==> src/fan_pwm_pkg.sv <==
// constants, types and lookups for the second fan output control block
package fan_pwm_pkg;

  // register offsets
  localparam logic [7:0] OVERRIDE_POLARITY_LOCK_ADDR = 8'hCD;
  localparam logic [7:0] SPINUP_SETUP_ADDR = 8'hCE;

  // reset values
  localparam logic [7:0] OVERRIDE_POLARITY_LOCK_RESET = 8'h00;
  localparam logic [7:0] SPINUP_SETUP_RESET = 8'h00;

  // field positions, override/polarity/lock register
  localparam int OVERRIDE_EN_BIT = 0;
  localparam int POLARITY_BIT = 1;
  localparam int LOCK_EN_BIT = 2;
  localparam int LOCK_FLAG_BIT = 3;
  localparam int OVERRIDE_DUTY_LSB = 4;

  // field positions, spin-up register
  localparam int SPIN_DUTY_LSB = 0;
  localparam int SPIN_DUR_MSB_BIT = 4;
  localparam int SPIN_DUR_LOW_LSB = 5;

  // duty codes and pwm frame
  localparam logic [3:0] ZERO_CODE = 4'h0;
  localparam logic [3:0] FULL_CODE = 4'hF;
  localparam logic [7:0] FULL_DUTY = 8'hFF;
  localparam logic [7:0] PWM_LAST_COUNT = 8'hFE;
  localparam logic [7:0] DUTY_STEP = 8'h11;

  // timing
  localparam int CLK_PERIOD_NS = 20;
  localparam int NS_PER_MS = 1000000;
  localparam int CYCLES_PER_MS = NS_PER_MS / CLK_PERIOD_NS;

  // spin-up durations in ms
  localparam int DUR_100_MS = 100;
  localparam int DUR_250_MS = 250;
  localparam int DUR_400_MS = 400;
  localparam int DUR_700_MS = 700;
  localparam int DUR_1_S_MS = 1000;
  localparam int DUR_2_S_MS = 2000;
  localparam int DUR_4_S_MS = 4000;
  localparam int DUR_6_S_MS = 6000;
  localparam int DUR_STEP_MS = 2000;

  typedef struct packed {
    logic write;
    logic read;
    logic [7:0] addr;
    logic [7:0] wrData;
  } regReq_type;

  // duration code to milliseconds, zero means disabled
  function automatic logic [14:0] durationMs(input logic [3:0] code);
    int ms;
    ms = 0;
    case (code)
      4'h0: ms = 0;
      4'h1: ms = DUR_100_MS;
      4'h2: ms = DUR_250_MS;
      4'h3: ms = DUR_400_MS;
      4'h4: ms = DUR_700_MS;
      4'h5: ms = DUR_1_S_MS;
      4'h6: ms = DUR_2_S_MS;
      4'h7: ms = DUR_4_S_MS;
      default: ms = DUR_6_S_MS + (int'(code) - 8) * DUR_STEP_MS;
    endcase
    return ms[14:0];
  endfunction : durationMs

  // low-resolution code to duty on a 255 step frame
  function automatic logic [7:0] dutyOfCode(input logic [3:0] code);
    logic [11:0] prod;
    prod = {8'h00, code} * {4'h0, DUTY_STEP};
    return prod[7:0];
  endfunction : dutyOfCode

endpackage : fan_pwm_pkg

==> src/fan_pwm_override_spinup.sv <==
// second fan output: override, polarity, hot lock and spin-up
// Notes on behaviour
// - override enable set: output runs at the larger of the manual and source duty
// - polarity 0: full duty is steady high; polarity 1: steady low
// - only with lock enable set can a bound hot event set the lock flag
// - lock flag set holds the output at full duty
// - lock flag stays set until software writes zero to it
// - lock flag stays writable while the global configuration lock is set
// - 4-bit override duty code selects duty while override is active
// - reading the override field returns the code now driving the output
// - read may exceed the written code when another source asks more
// - override field reads zero while spin-up runs
// - 4-bit spin-up duty code sets duty during spin-up
// - spin-up duty code zero disables spin-up
// - duration code: bit 4 is its msb, bits 7:5 its low bits
// - duty rising from zero to non-zero starts spin-up for the duration
// - duration codes: off, 100..700 ms, 1, 2, 4 s, then 6..20 s
// - with several bound sources the largest requested duty wins
// - a hot input counts only when its binding bit is set
`timescale 1ns/1ns
`default_nettype none
module fan_pwm_override_spinup #(
  parameter int unsigned CyclesPerMs = fan_pwm_pkg::CYCLES_PER_MS
) (
  input wire logic sys_clk,
  input wire logic rst,
  input wire fan_pwm_pkg::regReq_type regReq,
  output logic [7:0] regRdData,
  input wire logic configLock,
  input wire logic bindCpu1Hot,
  input wire logic bindCpu2Hot,
  input wire logic cpu1HotInput,
  input wire logic cpu2HotInput,
  input wire logic [3:0] sourceDutyCode,
  output logic secondFanOutput,
  output logic spinupActive,
  output logic hotLockFlag
);
  import fan_pwm_pkg::*;

  // register state
  logic overrideEnable_q, overrideEnable_d;
  logic polarityInvert_q, polarityInvert_d;
  logic hotLockEnable_q, hotLockEnable_d;
  logic hotLockFlag_q, hotLockFlag_d;
  logic [3:0] overrideDutyCode_q, overrideDutyCode_d;
  logic [7:0] spinupSetup_q, spinupSetup_d;
  logic [7:0] rdData_q, rdData_d;

  // datapath state
  logic prevRequestZero_q, prevRequestZero_d;
  logic [7:0] pwmCount_q, pwmCount_d;
  logic pwmOut_q, pwmOut_d;

  logic writeCtl2;
  logic writeCtl3;
  logic boundHotEvent;
  logic [3:0] manualCode;
  logic [3:0] requestCode;
  logic [3:0] driveCode;
  logic [3:0] readDutyCode;
  logic [3:0] spinupDutyCode;
  logic [3:0] spinupDurationCode;
  logic [7:0] driveDuty;
  logic spinStart;
  logic spinAbort;
  logic spinBusy;

  function automatic logic [3:0] maxCode(input logic [3:0] a,
                                         input logic [3:0] b);
    return (a > b) ? a : b;
  endfunction : maxCode

  assign writeCtl2 = regReq.write &&
                     regReq.addr == OVERRIDE_POLARITY_LOCK_ADDR;
  assign writeCtl3 = regReq.write && regReq.addr == SPINUP_SETUP_ADDR;

  assign boundHotEvent = (bindCpu1Hot && cpu1HotInput) ||
                         (bindCpu2Hot && cpu2HotInput);

  assign spinupDurationCode = {spinupSetup_q[SPIN_DUR_MSB_BIT],
                               spinupSetup_q[SPIN_DUR_LOW_LSB +: 3]};
  assign spinupDutyCode = spinupSetup_q[SPIN_DUTY_LSB +: 4];

  assign manualCode = overrideEnable_q ? overrideDutyCode_q : ZERO_CODE;
  assign requestCode = maxCode(manualCode, sourceDutyCode);

  assign spinStart = prevRequestZero_q && requestCode != ZERO_CODE &&
                     spinupDutyCode != ZERO_CODE;
  // a fan that is asked to stop again must not keep spinning up
  assign spinAbort = requestCode == ZERO_CODE;

  spinup_timer #(
    .CyclesPerMs(CyclesPerMs)
  ) u_spinup_timer (
    .sys_clk(sys_clk),
    .rst(rst),
    .start(spinStart),
    .abort(spinAbort),
    .lengthMs(durationMs(spinupDurationCode)),
    .busy(spinBusy)
  );

  always_comb begin
    if (hotLockFlag_q) begin
      driveCode = FULL_CODE;
    end else if (spinBusy) begin
      driveCode = spinupDutyCode;
    end else begin
      driveCode = requestCode;
    end
  end

  assign readDutyCode = spinBusy ? ZERO_CODE : driveCode;

  assign driveDuty = hotLockFlag_q ? FULL_DUTY : dutyOfCode(driveCode);

  // register writes
  always_comb begin
    overrideEnable_d = overrideEnable_q;
    polarityInvert_d = polarityInvert_q;
    hotLockEnable_d = hotLockEnable_q;
    hotLockFlag_d = hotLockFlag_q;
    overrideDutyCode_d = overrideDutyCode_q;
    spinupSetup_d = spinupSetup_q;
    if (writeCtl2 && !configLock) begin
      overrideEnable_d = regReq.wrData[OVERRIDE_EN_BIT];
      polarityInvert_d = regReq.wrData[POLARITY_BIT];
      hotLockEnable_d = regReq.wrData[LOCK_EN_BIT];
      overrideDutyCode_d = regReq.wrData[OVERRIDE_DUTY_LSB +: 4];
    end
    if (writeCtl2 && !regReq.wrData[LOCK_FLAG_BIT]) begin
      hotLockFlag_d = 1'b0;
    end
    // set needs lock enable
    // set after the clear so a same-cycle event is never lost
    if (hotLockEnable_q && boundHotEvent) begin
      hotLockFlag_d = 1'b1;
    end
    if (writeCtl3 && !configLock) begin
      spinupSetup_d = regReq.wrData;
    end
  end

  // register reads, answer one cycle after the strobe
  always_comb begin
    rdData_d = rdData_q;
    if (regReq.read) begin
      case (regReq.addr)
        OVERRIDE_POLARITY_LOCK_ADDR: begin
          rdData_d = {readDutyCode, hotLockFlag_q, hotLockEnable_q,
                      polarityInvert_q, overrideEnable_q};
        end
        SPINUP_SETUP_ADDR: rdData_d = spinupSetup_q;
        default: rdData_d = 8'h00;
      endcase
    end
  end

  // pwm frame; a full duty of 255 exceeds every count, so stays on
  always_comb begin
    prevRequestZero_d = requestCode == ZERO_CODE;
    if (pwmCount_q == PWM_LAST_COUNT) begin
      pwmCount_d = 8'h00;
    end else begin
      pwmCount_d = pwmCount_q + 8'h01;
    end
    pwmOut_d = (pwmCount_q < driveDuty) ^ polarityInvert_q;
  end

  always_ff @(posedge sys_clk or posedge rst) begin
    if (rst) begin
      overrideEnable_q <= OVERRIDE_POLARITY_LOCK_RESET[OVERRIDE_EN_BIT];
      polarityInvert_q <= OVERRIDE_POLARITY_LOCK_RESET[POLARITY_BIT];
      hotLockEnable_q <= OVERRIDE_POLARITY_LOCK_RESET[LOCK_EN_BIT];
      hotLockFlag_q <= OVERRIDE_POLARITY_LOCK_RESET[LOCK_FLAG_BIT];
      overrideDutyCode_q <=
        OVERRIDE_POLARITY_LOCK_RESET[OVERRIDE_DUTY_LSB +: 4];
      spinupSetup_q <= SPINUP_SETUP_RESET;
      rdData_q <= 8'h00;
      prevRequestZero_q <= 1'b1;
      pwmCount_q <= 8'h00;
      pwmOut_q <= 1'b0;
    end else begin
      overrideEnable_q <= overrideEnable_d;
      polarityInvert_q <= polarityInvert_d;
      hotLockEnable_q <= hotLockEnable_d;
      hotLockFlag_q <= hotLockFlag_d;
      overrideDutyCode_q <= overrideDutyCode_d;
      spinupSetup_q <= spinupSetup_d;
      rdData_q <= rdData_d;
      prevRequestZero_q <= prevRequestZero_d;
      pwmCount_q <= pwmCount_d;
      pwmOut_q <= pwmOut_d;
    end
  end

  assign regRdData = rdData_q;
  assign secondFanOutput = pwmOut_q;
  assign spinupActive = spinBusy;
  assign hotLockFlag = hotLockFlag_q;

endmodule : fan_pwm_override_spinup
`default_nettype wire

==> src/spinup_timer.sv <==
// millisecond spin-up timer
`timescale 1ns/1ns
`default_nettype none
module spinup_timer #(
  parameter int unsigned CyclesPerMs = fan_pwm_pkg::CYCLES_PER_MS
) (
  input wire logic sys_clk,
  input wire logic rst,
  input wire logic start,
  input wire logic abort,
  input wire logic [14:0] lengthMs,
  output logic busy
);
  import fan_pwm_pkg::*;

  typedef enum logic {TIMER_IDLE, TIMER_RUN} timerState_type;

  timerState_type state_q, state_d;
  logic [15:0] cycleCnt_q, cycleCnt_d;
  logic [14:0] msLeft_q, msLeft_d;

  always_comb begin
    state_d = state_q;
    cycleCnt_d = cycleCnt_q;
    msLeft_d = msLeft_q;
    case (state_q)
      TIMER_IDLE: begin
        if (start && lengthMs != 15'h0000) begin
          state_d = TIMER_RUN;
          cycleCnt_d = 16'h0000;
          msLeft_d = lengthMs;
        end
      end
      TIMER_RUN: begin
        if (abort) begin
          state_d = TIMER_IDLE;
        end else if (cycleCnt_q == 16'(CyclesPerMs - 1)) begin
          cycleCnt_d = 16'h0000;
          msLeft_d = msLeft_q - 15'h0001;
          if (msLeft_q == 15'h0001) begin
            state_d = TIMER_IDLE;
          end
        end else begin
          cycleCnt_d = cycleCnt_q + 16'h0001;
        end
      end
      default: state_d = TIMER_IDLE;
    endcase
  end

  always_ff @(posedge sys_clk or posedge rst) begin
    if (rst) begin
      state_q <= TIMER_IDLE;
      cycleCnt_q <= 16'h0000;
      msLeft_q <= 15'h0000;
    end else begin
      state_q <= state_d;
      cycleCnt_q <= cycleCnt_d;
      msLeft_q <= msLeft_d;
    end
  end

  assign busy = (state_q == TIMER_RUN);

endmodule : spinup_timer
`default_nettype wire

==> config.mk <==
export PLATFORM = sky130hd
export DESIGN_NAME = fan_pwm_override_spinup
export DESIGN_NICKNAME = d
export VERILOG_FILES = /design/src/fan_pwm_pkg.sv /design/src/fan_pwm_override_spinup.sv /design/src/spinup_timer.sv
export SDC_FILE = /design/constraint.sdc
export NUM_CORES = 1
export LEC_CHECK = 0
export ABC_CLOCK_PERIOD_IN_PS = 7000
export BUFFER_PORTS_ARGS = -buffer_cell sky130_fd_sc_hd__buf_2
export CORE_ASPECT_RATIO = 0.6
export CORE_MARGIN = 10
export CORE_UTILIZATION = 60
export CTS_CLUSTER_SIZE = 40
export DETAILED_ROUTE_END_ITERATION = 16
export PLACE_DENSITY_LB_ADDON = 0.25
export SYNTH_ARGS = -nofsm -noshare
export SYNTH_HDL_FRONTEND = slang
export SYNTH_SLANG_ARGS = --single-unit
==> constraint.sdc <==
create_clock -name sys_clk -period 7 [get_ports sys_clk]
set_input_delay 1.75 -clock sys_clk [delete_from_list [all_inputs] [get_ports sys_clk]]
set_output_delay 1.75 -clock sys_clk [all_outputs]
set_load 0.02 [all_outputs]
==> results.cfg, run 1 <==
[worst_hold_path]
holdPathStages = 1
min_path_type = reg2reg
hold_start = u_spinup_timer.cycleCnt_q[15]
holdPathEnd = u_spinup_timer.cycleCnt_q[15]

[synthesis]
synth_top_family_by_area = simple AND/OR/NAND/NOR gates
ys_top_cells_by_area = dfrtp_1, ha_1, a21oi_1
synthMuxAreaShare = 0.0467
synth_cells = 559
synth_xor_area_frac = 0.0338
syn_area_um2 = 4930
synthAdderAreaFrac = 0.118
synth-edff-count = 0
syn_avg_cell_area_um2 = 8.82
yosysTopAreaCell = dfrtp_1
synth_cell_type_count = 72
yosys_warnings = 0
synth-main-ff-cell = dfrtp_1
ys_seq_area_frac = 0.335
synthSimpleGateAreaFrac = 0.213
synth_nets = 632
synth_seq_cells = 66
synth-async-reset-ratio = 1.00
synth_compound_area_frac = 0.208
yosysTopAreaCellShare = 0.330

[route]
drc = 0
vias = 4480
route.detailed.wl_per_inst_um = 18.4
drt-total-wl_um = 13000
dr.pass1.iters = 5
vias_per_cell = 6.35
ant_nets = 0
drt_iter0_drc = 577

[cells_and_area]
seqCellArea_um2 = 1650
area_growth_pct = 11.7
diodes = 0
multi_input_area_um2 = 3050
final_cell_area_um2 = 5510
drive_above_1_share = 0.151
nFillCells = 653
fin_nets = 666

[die]
start_util = 0.620
pin_count = 40
core_um2 = 7950
die_h_um = 90.2
dieArea_um2 = 12400
die_w_um = 137
fp-row-count = 25

[timing]
worst_slew_pin_slew_ns = 1.19
rsz0062_at_grt = no
layout_min_cycle_time_ns = 5.61
maxSlewViolCount = 0
setup_violations = 0
clock_skew_ns = 0.00779
max-slew-margin-rel = 0.206
tns_ns = 0
finalCritPeriodShare = 0.802
fmax_mhz = 178
hold_viol = 0

[clock_tree]
post_cts_buffers = 0
clock_latency_ns = 0.34
clkSinkCount = 66
cts_buffer_depth = 2
htreeDepth = 3
cts_tree = built
numCtsBuffers = 9
clockRootBuffer = clkbuf_16
cts_resized = 0
path_clk_slew_ns = 0.05
hold_buffers = 0

[power_and_ir_drop]
ir_drop_v = 0.000152
power_density_nw_per_um2 = 215
power_leakage_uw = 0.00253
power.total_uw = 1180

[global_routing]
groute.usage.overall = 0.215
grt_pass1_vias = 4410
grt_start_max_net_pins = 67
antenna_found_initial = 0
grt_remaining_overflow = 0
grt_pass1_wl_um = 21900

[worst_setup_path]
crit_slowest_cell = dfrtp_1
crit_path_frequent_cell = inv_1
crit_arrival_ns = 5.84
cp_data_required_time_ns = 7.22
reg2reg_from = spinupSetup_q[5]
r2r_cells = 19
end_kind = flip-flop
crit_path_max_incr_delay_ns = 0.56
critPathKind = reg2reg
path_max_fanout = 13
startpoint_type = flip-flop
path_cells = inv_1, fa_1, inv_1, ha_1, inv_1, fa_1, inv_1, ha_1, inv_1, fa_1, xnor2_1, nor3_1, or3_4, a32o_1, a2111oi_4, o211ai_4, a21boi_2, nor4_1, a211o_1
rrSetupSlack_ns = 1.39
rr_endpoint = u_spinup_timer.msLeft_q[12]

[placed_design]
hpwl_um = 9640
port_buffers = 39
globalplace.congestion = 0.901
post_dp_cell_area_um2 = 5190

[run_status]
status = completed

[run]
maxCapViolCount = 0
## worst max-delay path, delay by kind of cell (launching register included)
family / cells / cell delay, ns
fa+ha+maj: 5 / 1.84
compound gates: 5 / 1.64
simple gates: 3 / 0.61
flops: 1 / 0.56
buf+inv: 5 / 0.46
xor+xnor: 1 / 0.37
## power breakdown
| part | internal (uW) | switching, uW | total, uW |
|---|---|---|---|
| Combinational | 103 | 159 | 262 |
| Sequential | 411 | 30.3 | 442 |
| Clock | 311 | 169 | 480 |
## logic make-up (layout without fill, tap and decap cells)
family                     count (synthesis)  in the layout
muxes                                     21             21
DFF                                       66             66
xor gates and xnor gates                  19             19
and+or+nand+nor                          204            204
buffers and inverters                     54             93
adders and majority gates                 44             44
AOI/OAI and AO/OA                        151            151
## synthesized netlist by cell type (all sizes together) (2+ instances only)
| library cell | n |
|---|---|
| dfrtp | 65 |
| nor2 | 49 |
| a21oi | 43 |
| nand2 | 42 |
| ha | 40 |
| inv | 34 |
| o21ai | 33 |
| nand3 | 23 |
| mux2 | 16 |
| clkbuf | 15 |
| nor3 | 14 |
| xnor2 | 13 |
| and3 | 11 |
| nor4 | 11 |
| a31oi | 9 |
| nor2b | 8 |
| a22oi | 7 |
| nand2b | 7 |
| a21o | 6 |
| and2 | 6 |
| o211ai | 6 |
| o21a | 6 |
| or3 | 6 |
| xor2 | 6 |
| a211oi | 5 |
| buf | 5 |
| mux2i | 5 |
| or2 | 5 |
| or4 | 5 |
| a22o | 4 |
| fa | 4 |
| nand4 | 4 |
| o22ai | 4 |
| nand3b | 3 |
| o2111ai | 3 |
| o31ai | 3 |
| a311o | 2 |
| a32o | 2 |
| a32oi | 2 |
| and3b | 2 |
| and4 | 2 |
| nand4b | 2 |
| nor3b | 2 |
## flip-flops by register name, summed over array words and instances, names as in the netlist
register                   flops
hotLockFlag                    1
pwmCount_q                     8
overrideDutyCode_q             4
overrideEnable_q               1
u_spinup_timer.cycleCnt_q     16
prevRequestZero_q              1
u_spinup_timer.msLeft_q       15
u_spinup_timer.busy            1
polarityInvert_q               1
secondFanOutput                1
hotLockEnable_q                1
regRdData                      8
spinupSetup_q                  8
## worst max-delay path by stage
stage / slack, ns / depth (start not counted) / to / start
2_1_floorplan: 2.14 / 21 / u_spinup_timer.msLeft_q[3] / spinupSetup_q[5]
3_3_place_gp: 1.74 / 19 / u_spinup_timer.msLeft_q[12] / spinupSetup_q[5]
3_5_place_dp: 1.46 / 19 / u_spinup_timer.msLeft_q[12] / spinupSetup_q[5]
4_1_cts: 1.43 / 19 / u_spinup_timer.msLeft_q[12] / spinupSetup_q[5]
5_1_grt: 1.05 / 19 / u_spinup_timer.msLeft_q[12] / spinupSetup_q[5]
6_report: 1.39 / 19 / u_spinup_timer.msLeft_q[12] / spinupSetup_q[5]
## cell usage in the layout, fill, tap and decap left out, types with 5 or more instances in the layout
master,netlist,final
o21a_1,6,6
or2_2,5,5
and3_1,11,11
xnor2_1,13,13
inv_1,34,33
a21oi_1,43,43
nor2_1,48,48
ha_1,40,40
a21o_1,6,6
nand2b_1,7,7
or3_1,5,5
or4_1,5,5
nor3_1,13,13
dfrtp_1,65,65
nor2b_1,8,8
buf_2,0,39
o211ai_1,5,5
o21ai_0,29,29
nor4_1,11,11
mux2i_1,5,5
a31oi_1,9,9
nand3_1,23,23
a22oi_1,7,7
clkbuf_16,0,9
and2_1,6,6
nand2_1,41,41
mux2_2,16,16
xor2_1,6,6
## metal layers
metal  track usage  part of all wire  up-vias
met5             0                 0        -
met4        0.0691             0.015        0
met3        0.0744             0.092       23
met2         0.298              0.42      216
met1         0.304              0.48     2131
li1              -                 -     2110
## cell type report
type | instances | share of cell area
clock inverters | 5 | 0.0143
clock buffers | 11 | 0.0423
well taps | 108 | 0.0245
multi-input cells | 439 | 0.555
inverters | 34 | 0.0232
repair buffers | 43 | 0.0409
flip-flops and latches | 66 | 0.300
## metrics by stage
| step | std cells | hold slack, ns | setup slack [ns] | util |
|---|---|---|---|---|
| floorplan | 559 | 0.453 | 2.14 | - |
| global placement | 690 | 0.489 | 1.74 | 0.654 |
| detailed placement | 690 | 0.489 | 1.46 | 0.654 |
| CTS | 706 | 0.496 | 1.43 | 0.693 |
| global route | 706 | 0.516 | 1.05 | 0.693 |
| finish | 706 | 0.498 | 1.39 | 0.693 |
No activity file was read; power rests on OpenSTA's default activity.
==> run 2, diff against run 1 <==
ABC_CLOCK_PERIOD_IN_PS = 5000   (was 7000)
CORE_UTILIZATION = 55   (was 60)
clock period = 5 ns   (was 7 ns; I/O delays follow)
==> results.cfg, run 2 (synthesis gave the netlist of run 1 again) <==
[run_status]
status = completed

[cells_and_area]
drive_above_1_share = 0.192
layout_common_cells = dfrtp_1, nor2_1, a21oi_1
fin_nets = 681
diodes = 0
area_growth_pct = 15.2
fin_util = 0.658
reg.largest.list = u_spinup_timer.cycleCnt_q: 16 flops, u_spinup_timer.msLeft_q: 15 flops
largest_register_ffs = 16
final_common_cell = dfrtp_1
regMostFlops = u_spinup_timer.cycleCnt_q
final_cells = 725
nFillCells = 685

[timing]
maxSlewViolCount = 0
clock_skew_ns = 0.00506
finalCritPeriodShare = 0.987
worst_slew_pin_slew_ns = 0.904
layout_min_cycle_time_ns = 4.94
hold_viol = 0
max-slew-margin-rel = 0.391
fmax_mhz = 203
setup_violations = 0

[global_routing]
grt_pass1_wl_um = 21600
grt_pass1_vias = 4337
grt_start_max_net_pins = 36
grt_remaining_overflow = 0
antenna_found_initial = 0
groute.usage.overall = 0.196

[worst_setup_path]
cp_data_required_time_ns = 5.22
path_depth = 20
crit_arrival_ns = 5.15
critPathKind = reg2reg
crit_slowest_cell = fa_2
crit_path_frequent_cell = inv_1
critical_path_buf_inv_count = 6
path_max_fanout = 7
path_cells = inv_2, fa_1, inv_1, ha_1, inv_1, fa_1, inv_2, ha_4, inv_1, fa_2, nand2b_4, nor3_1, o21ai_0, a32o_1, a2111oi_4, o211ai_4, a21boi_4, buf_4, nor4_2, a211o_1
end_kind = flip-flop
cp_top_family = adder cells
crit_path_max_incr_delay_ns = 0.62
r2r_cells = 20
startpoint_type = flip-flop

[route]
ant_nets = 0
route.detailed.wl_per_inst_um = 18.0
drt_iter0_drc = 530
vias = 4597
drc = 0
dr.pass1.iters = 5
vias_per_cell = 6.34
drt-total-wl_um = 13100

[die]
start_util = 0.572
die_h_um = 93.3
pin_count = 40
die_w_um = 142
core_um2 = 8620
fp-row-count = 26
dieArea_um2 = 13300

[worst_hold_path]
min_path_type = reg2reg
holdPathStages = 1

[placed_design]
globalplace.congestion = 0.958
port_buffers = 39
dp_cells = 701
hpwl_um = 9620

[clock_tree]
clkSinkCount = 66
cts_buffer_depth = 2
clock_latency_ns = 0.33
htreeDepth = 3
numCtsBuffers = 9
clockRootBuffer = clkbuf_16
path_clk_slew_ns = 0.06
cts_tree = built
hold_buffers = 0

[power_and_ir_drop]
pwr-share-seq = 0.392
p_sw_uw = 503
ir_drop_v = 0.000179
p_comb_frac = 0.246
power_frac_clock = 0.362
power_density_nw_per_um2 = 279
power_leakage_uw = 0.00263
p_int_uw = 1080
power.share.switching = 0.317

[run]
maxCapViolCount = 0
run 2: cell count changes in the layout (fill, tap and decap cells not counted), sizes merged:
cell | previous run | this run
clkbuf | 11 | 13
bufinv | 2 | 0
buf | 43 | 58
run 2: final timing paths:
| kind | to | start | slack [ns] |
|---|---|---|---|
| setup / recovery | u_spinup_timer.msLeft_q[12] | spinupSetup_q[6] | 0.06 |
| hold / removal | u_spinup_timer.cycleCnt_q[15] | u_spinup_timer.cycleCnt_q[15] | 0.50 |
| setup reg to reg | u_spinup_timer.msLeft_q[12] | spinupSetup_q[6] | 0.06 |
| hold reg to reg | u_spinup_timer.cycleCnt_q[15] | u_spinup_timer.cycleCnt_q[15] | 0.50 |
| max in group asynchronous | u_spinup_timer.msLeft_q[3] | rst | 3.09 |
| min in group asynchronous | regRdData[4] | rst | 1.03 |
run 2: repair_timing:
item	CTS	global route
gates resized for setup	1	19
pin swaps	0	11
setup buffers	0	8
setup endpoints to repair	1	32
run 2: per-stage QoR:
| stage | hold WS [ns] | TNS, ns | area (um2) | power, uW | setup slack, ns |
|---|---|---|---|---|---|
| after CTS | 0.499 | 0 | 5520 | 1560 | 0.0590 |
| final | 0.498 | 0 | 5680 | 1580 | 0.0632 |
| after floorplan | 0.453 | 0 | 4930 | 883 | 0.144 |
| after detailed placement | 0.485 | -0.00206 | 5250 | 982 | -0.00206 |
| after global placement | 0.473 | 0 | 5250 | 966 | 0.174 |
| after global routing | 0.524 | -0.464 | 5680 | 1660 | -0.103 |
run 2: layout make-up:
type	count	area, um2	share of cell area
clock buffer	13	250	0.0441
clock inverter	3	15.0	0.00264
sequential	66	1650	0.291
tap	112	140	0.0247
inverter	34	128	0.0225
multi-input combinational	439	3150	0.555
timing repair buffer	58	338	0.0595
run 2: power by group through the flow:
stage	Sequential (uW)	Clock (uW)	Combinational, uW
after floorplan	625	0	258
after global placement	625	0	341
after detailed placement	628	0	354
after CTS	619	582	358
after global routing	626	609	429
final	621	573	391
run 2: per-layer routing:
metal / wire, um / vias to the layer above / share of wire / track usage
met1: 6260 / 2174 / 0.48 / 0.286
met3: 1340 / 31 / 0.10 / 0.0667
met2: 5220 / 244 / 0.40 / 0.263
li1: - / 2148 / - / -
met4: 224 / 0 / 0.017 / 0.0610
met5: 0 / - / 0 / 0
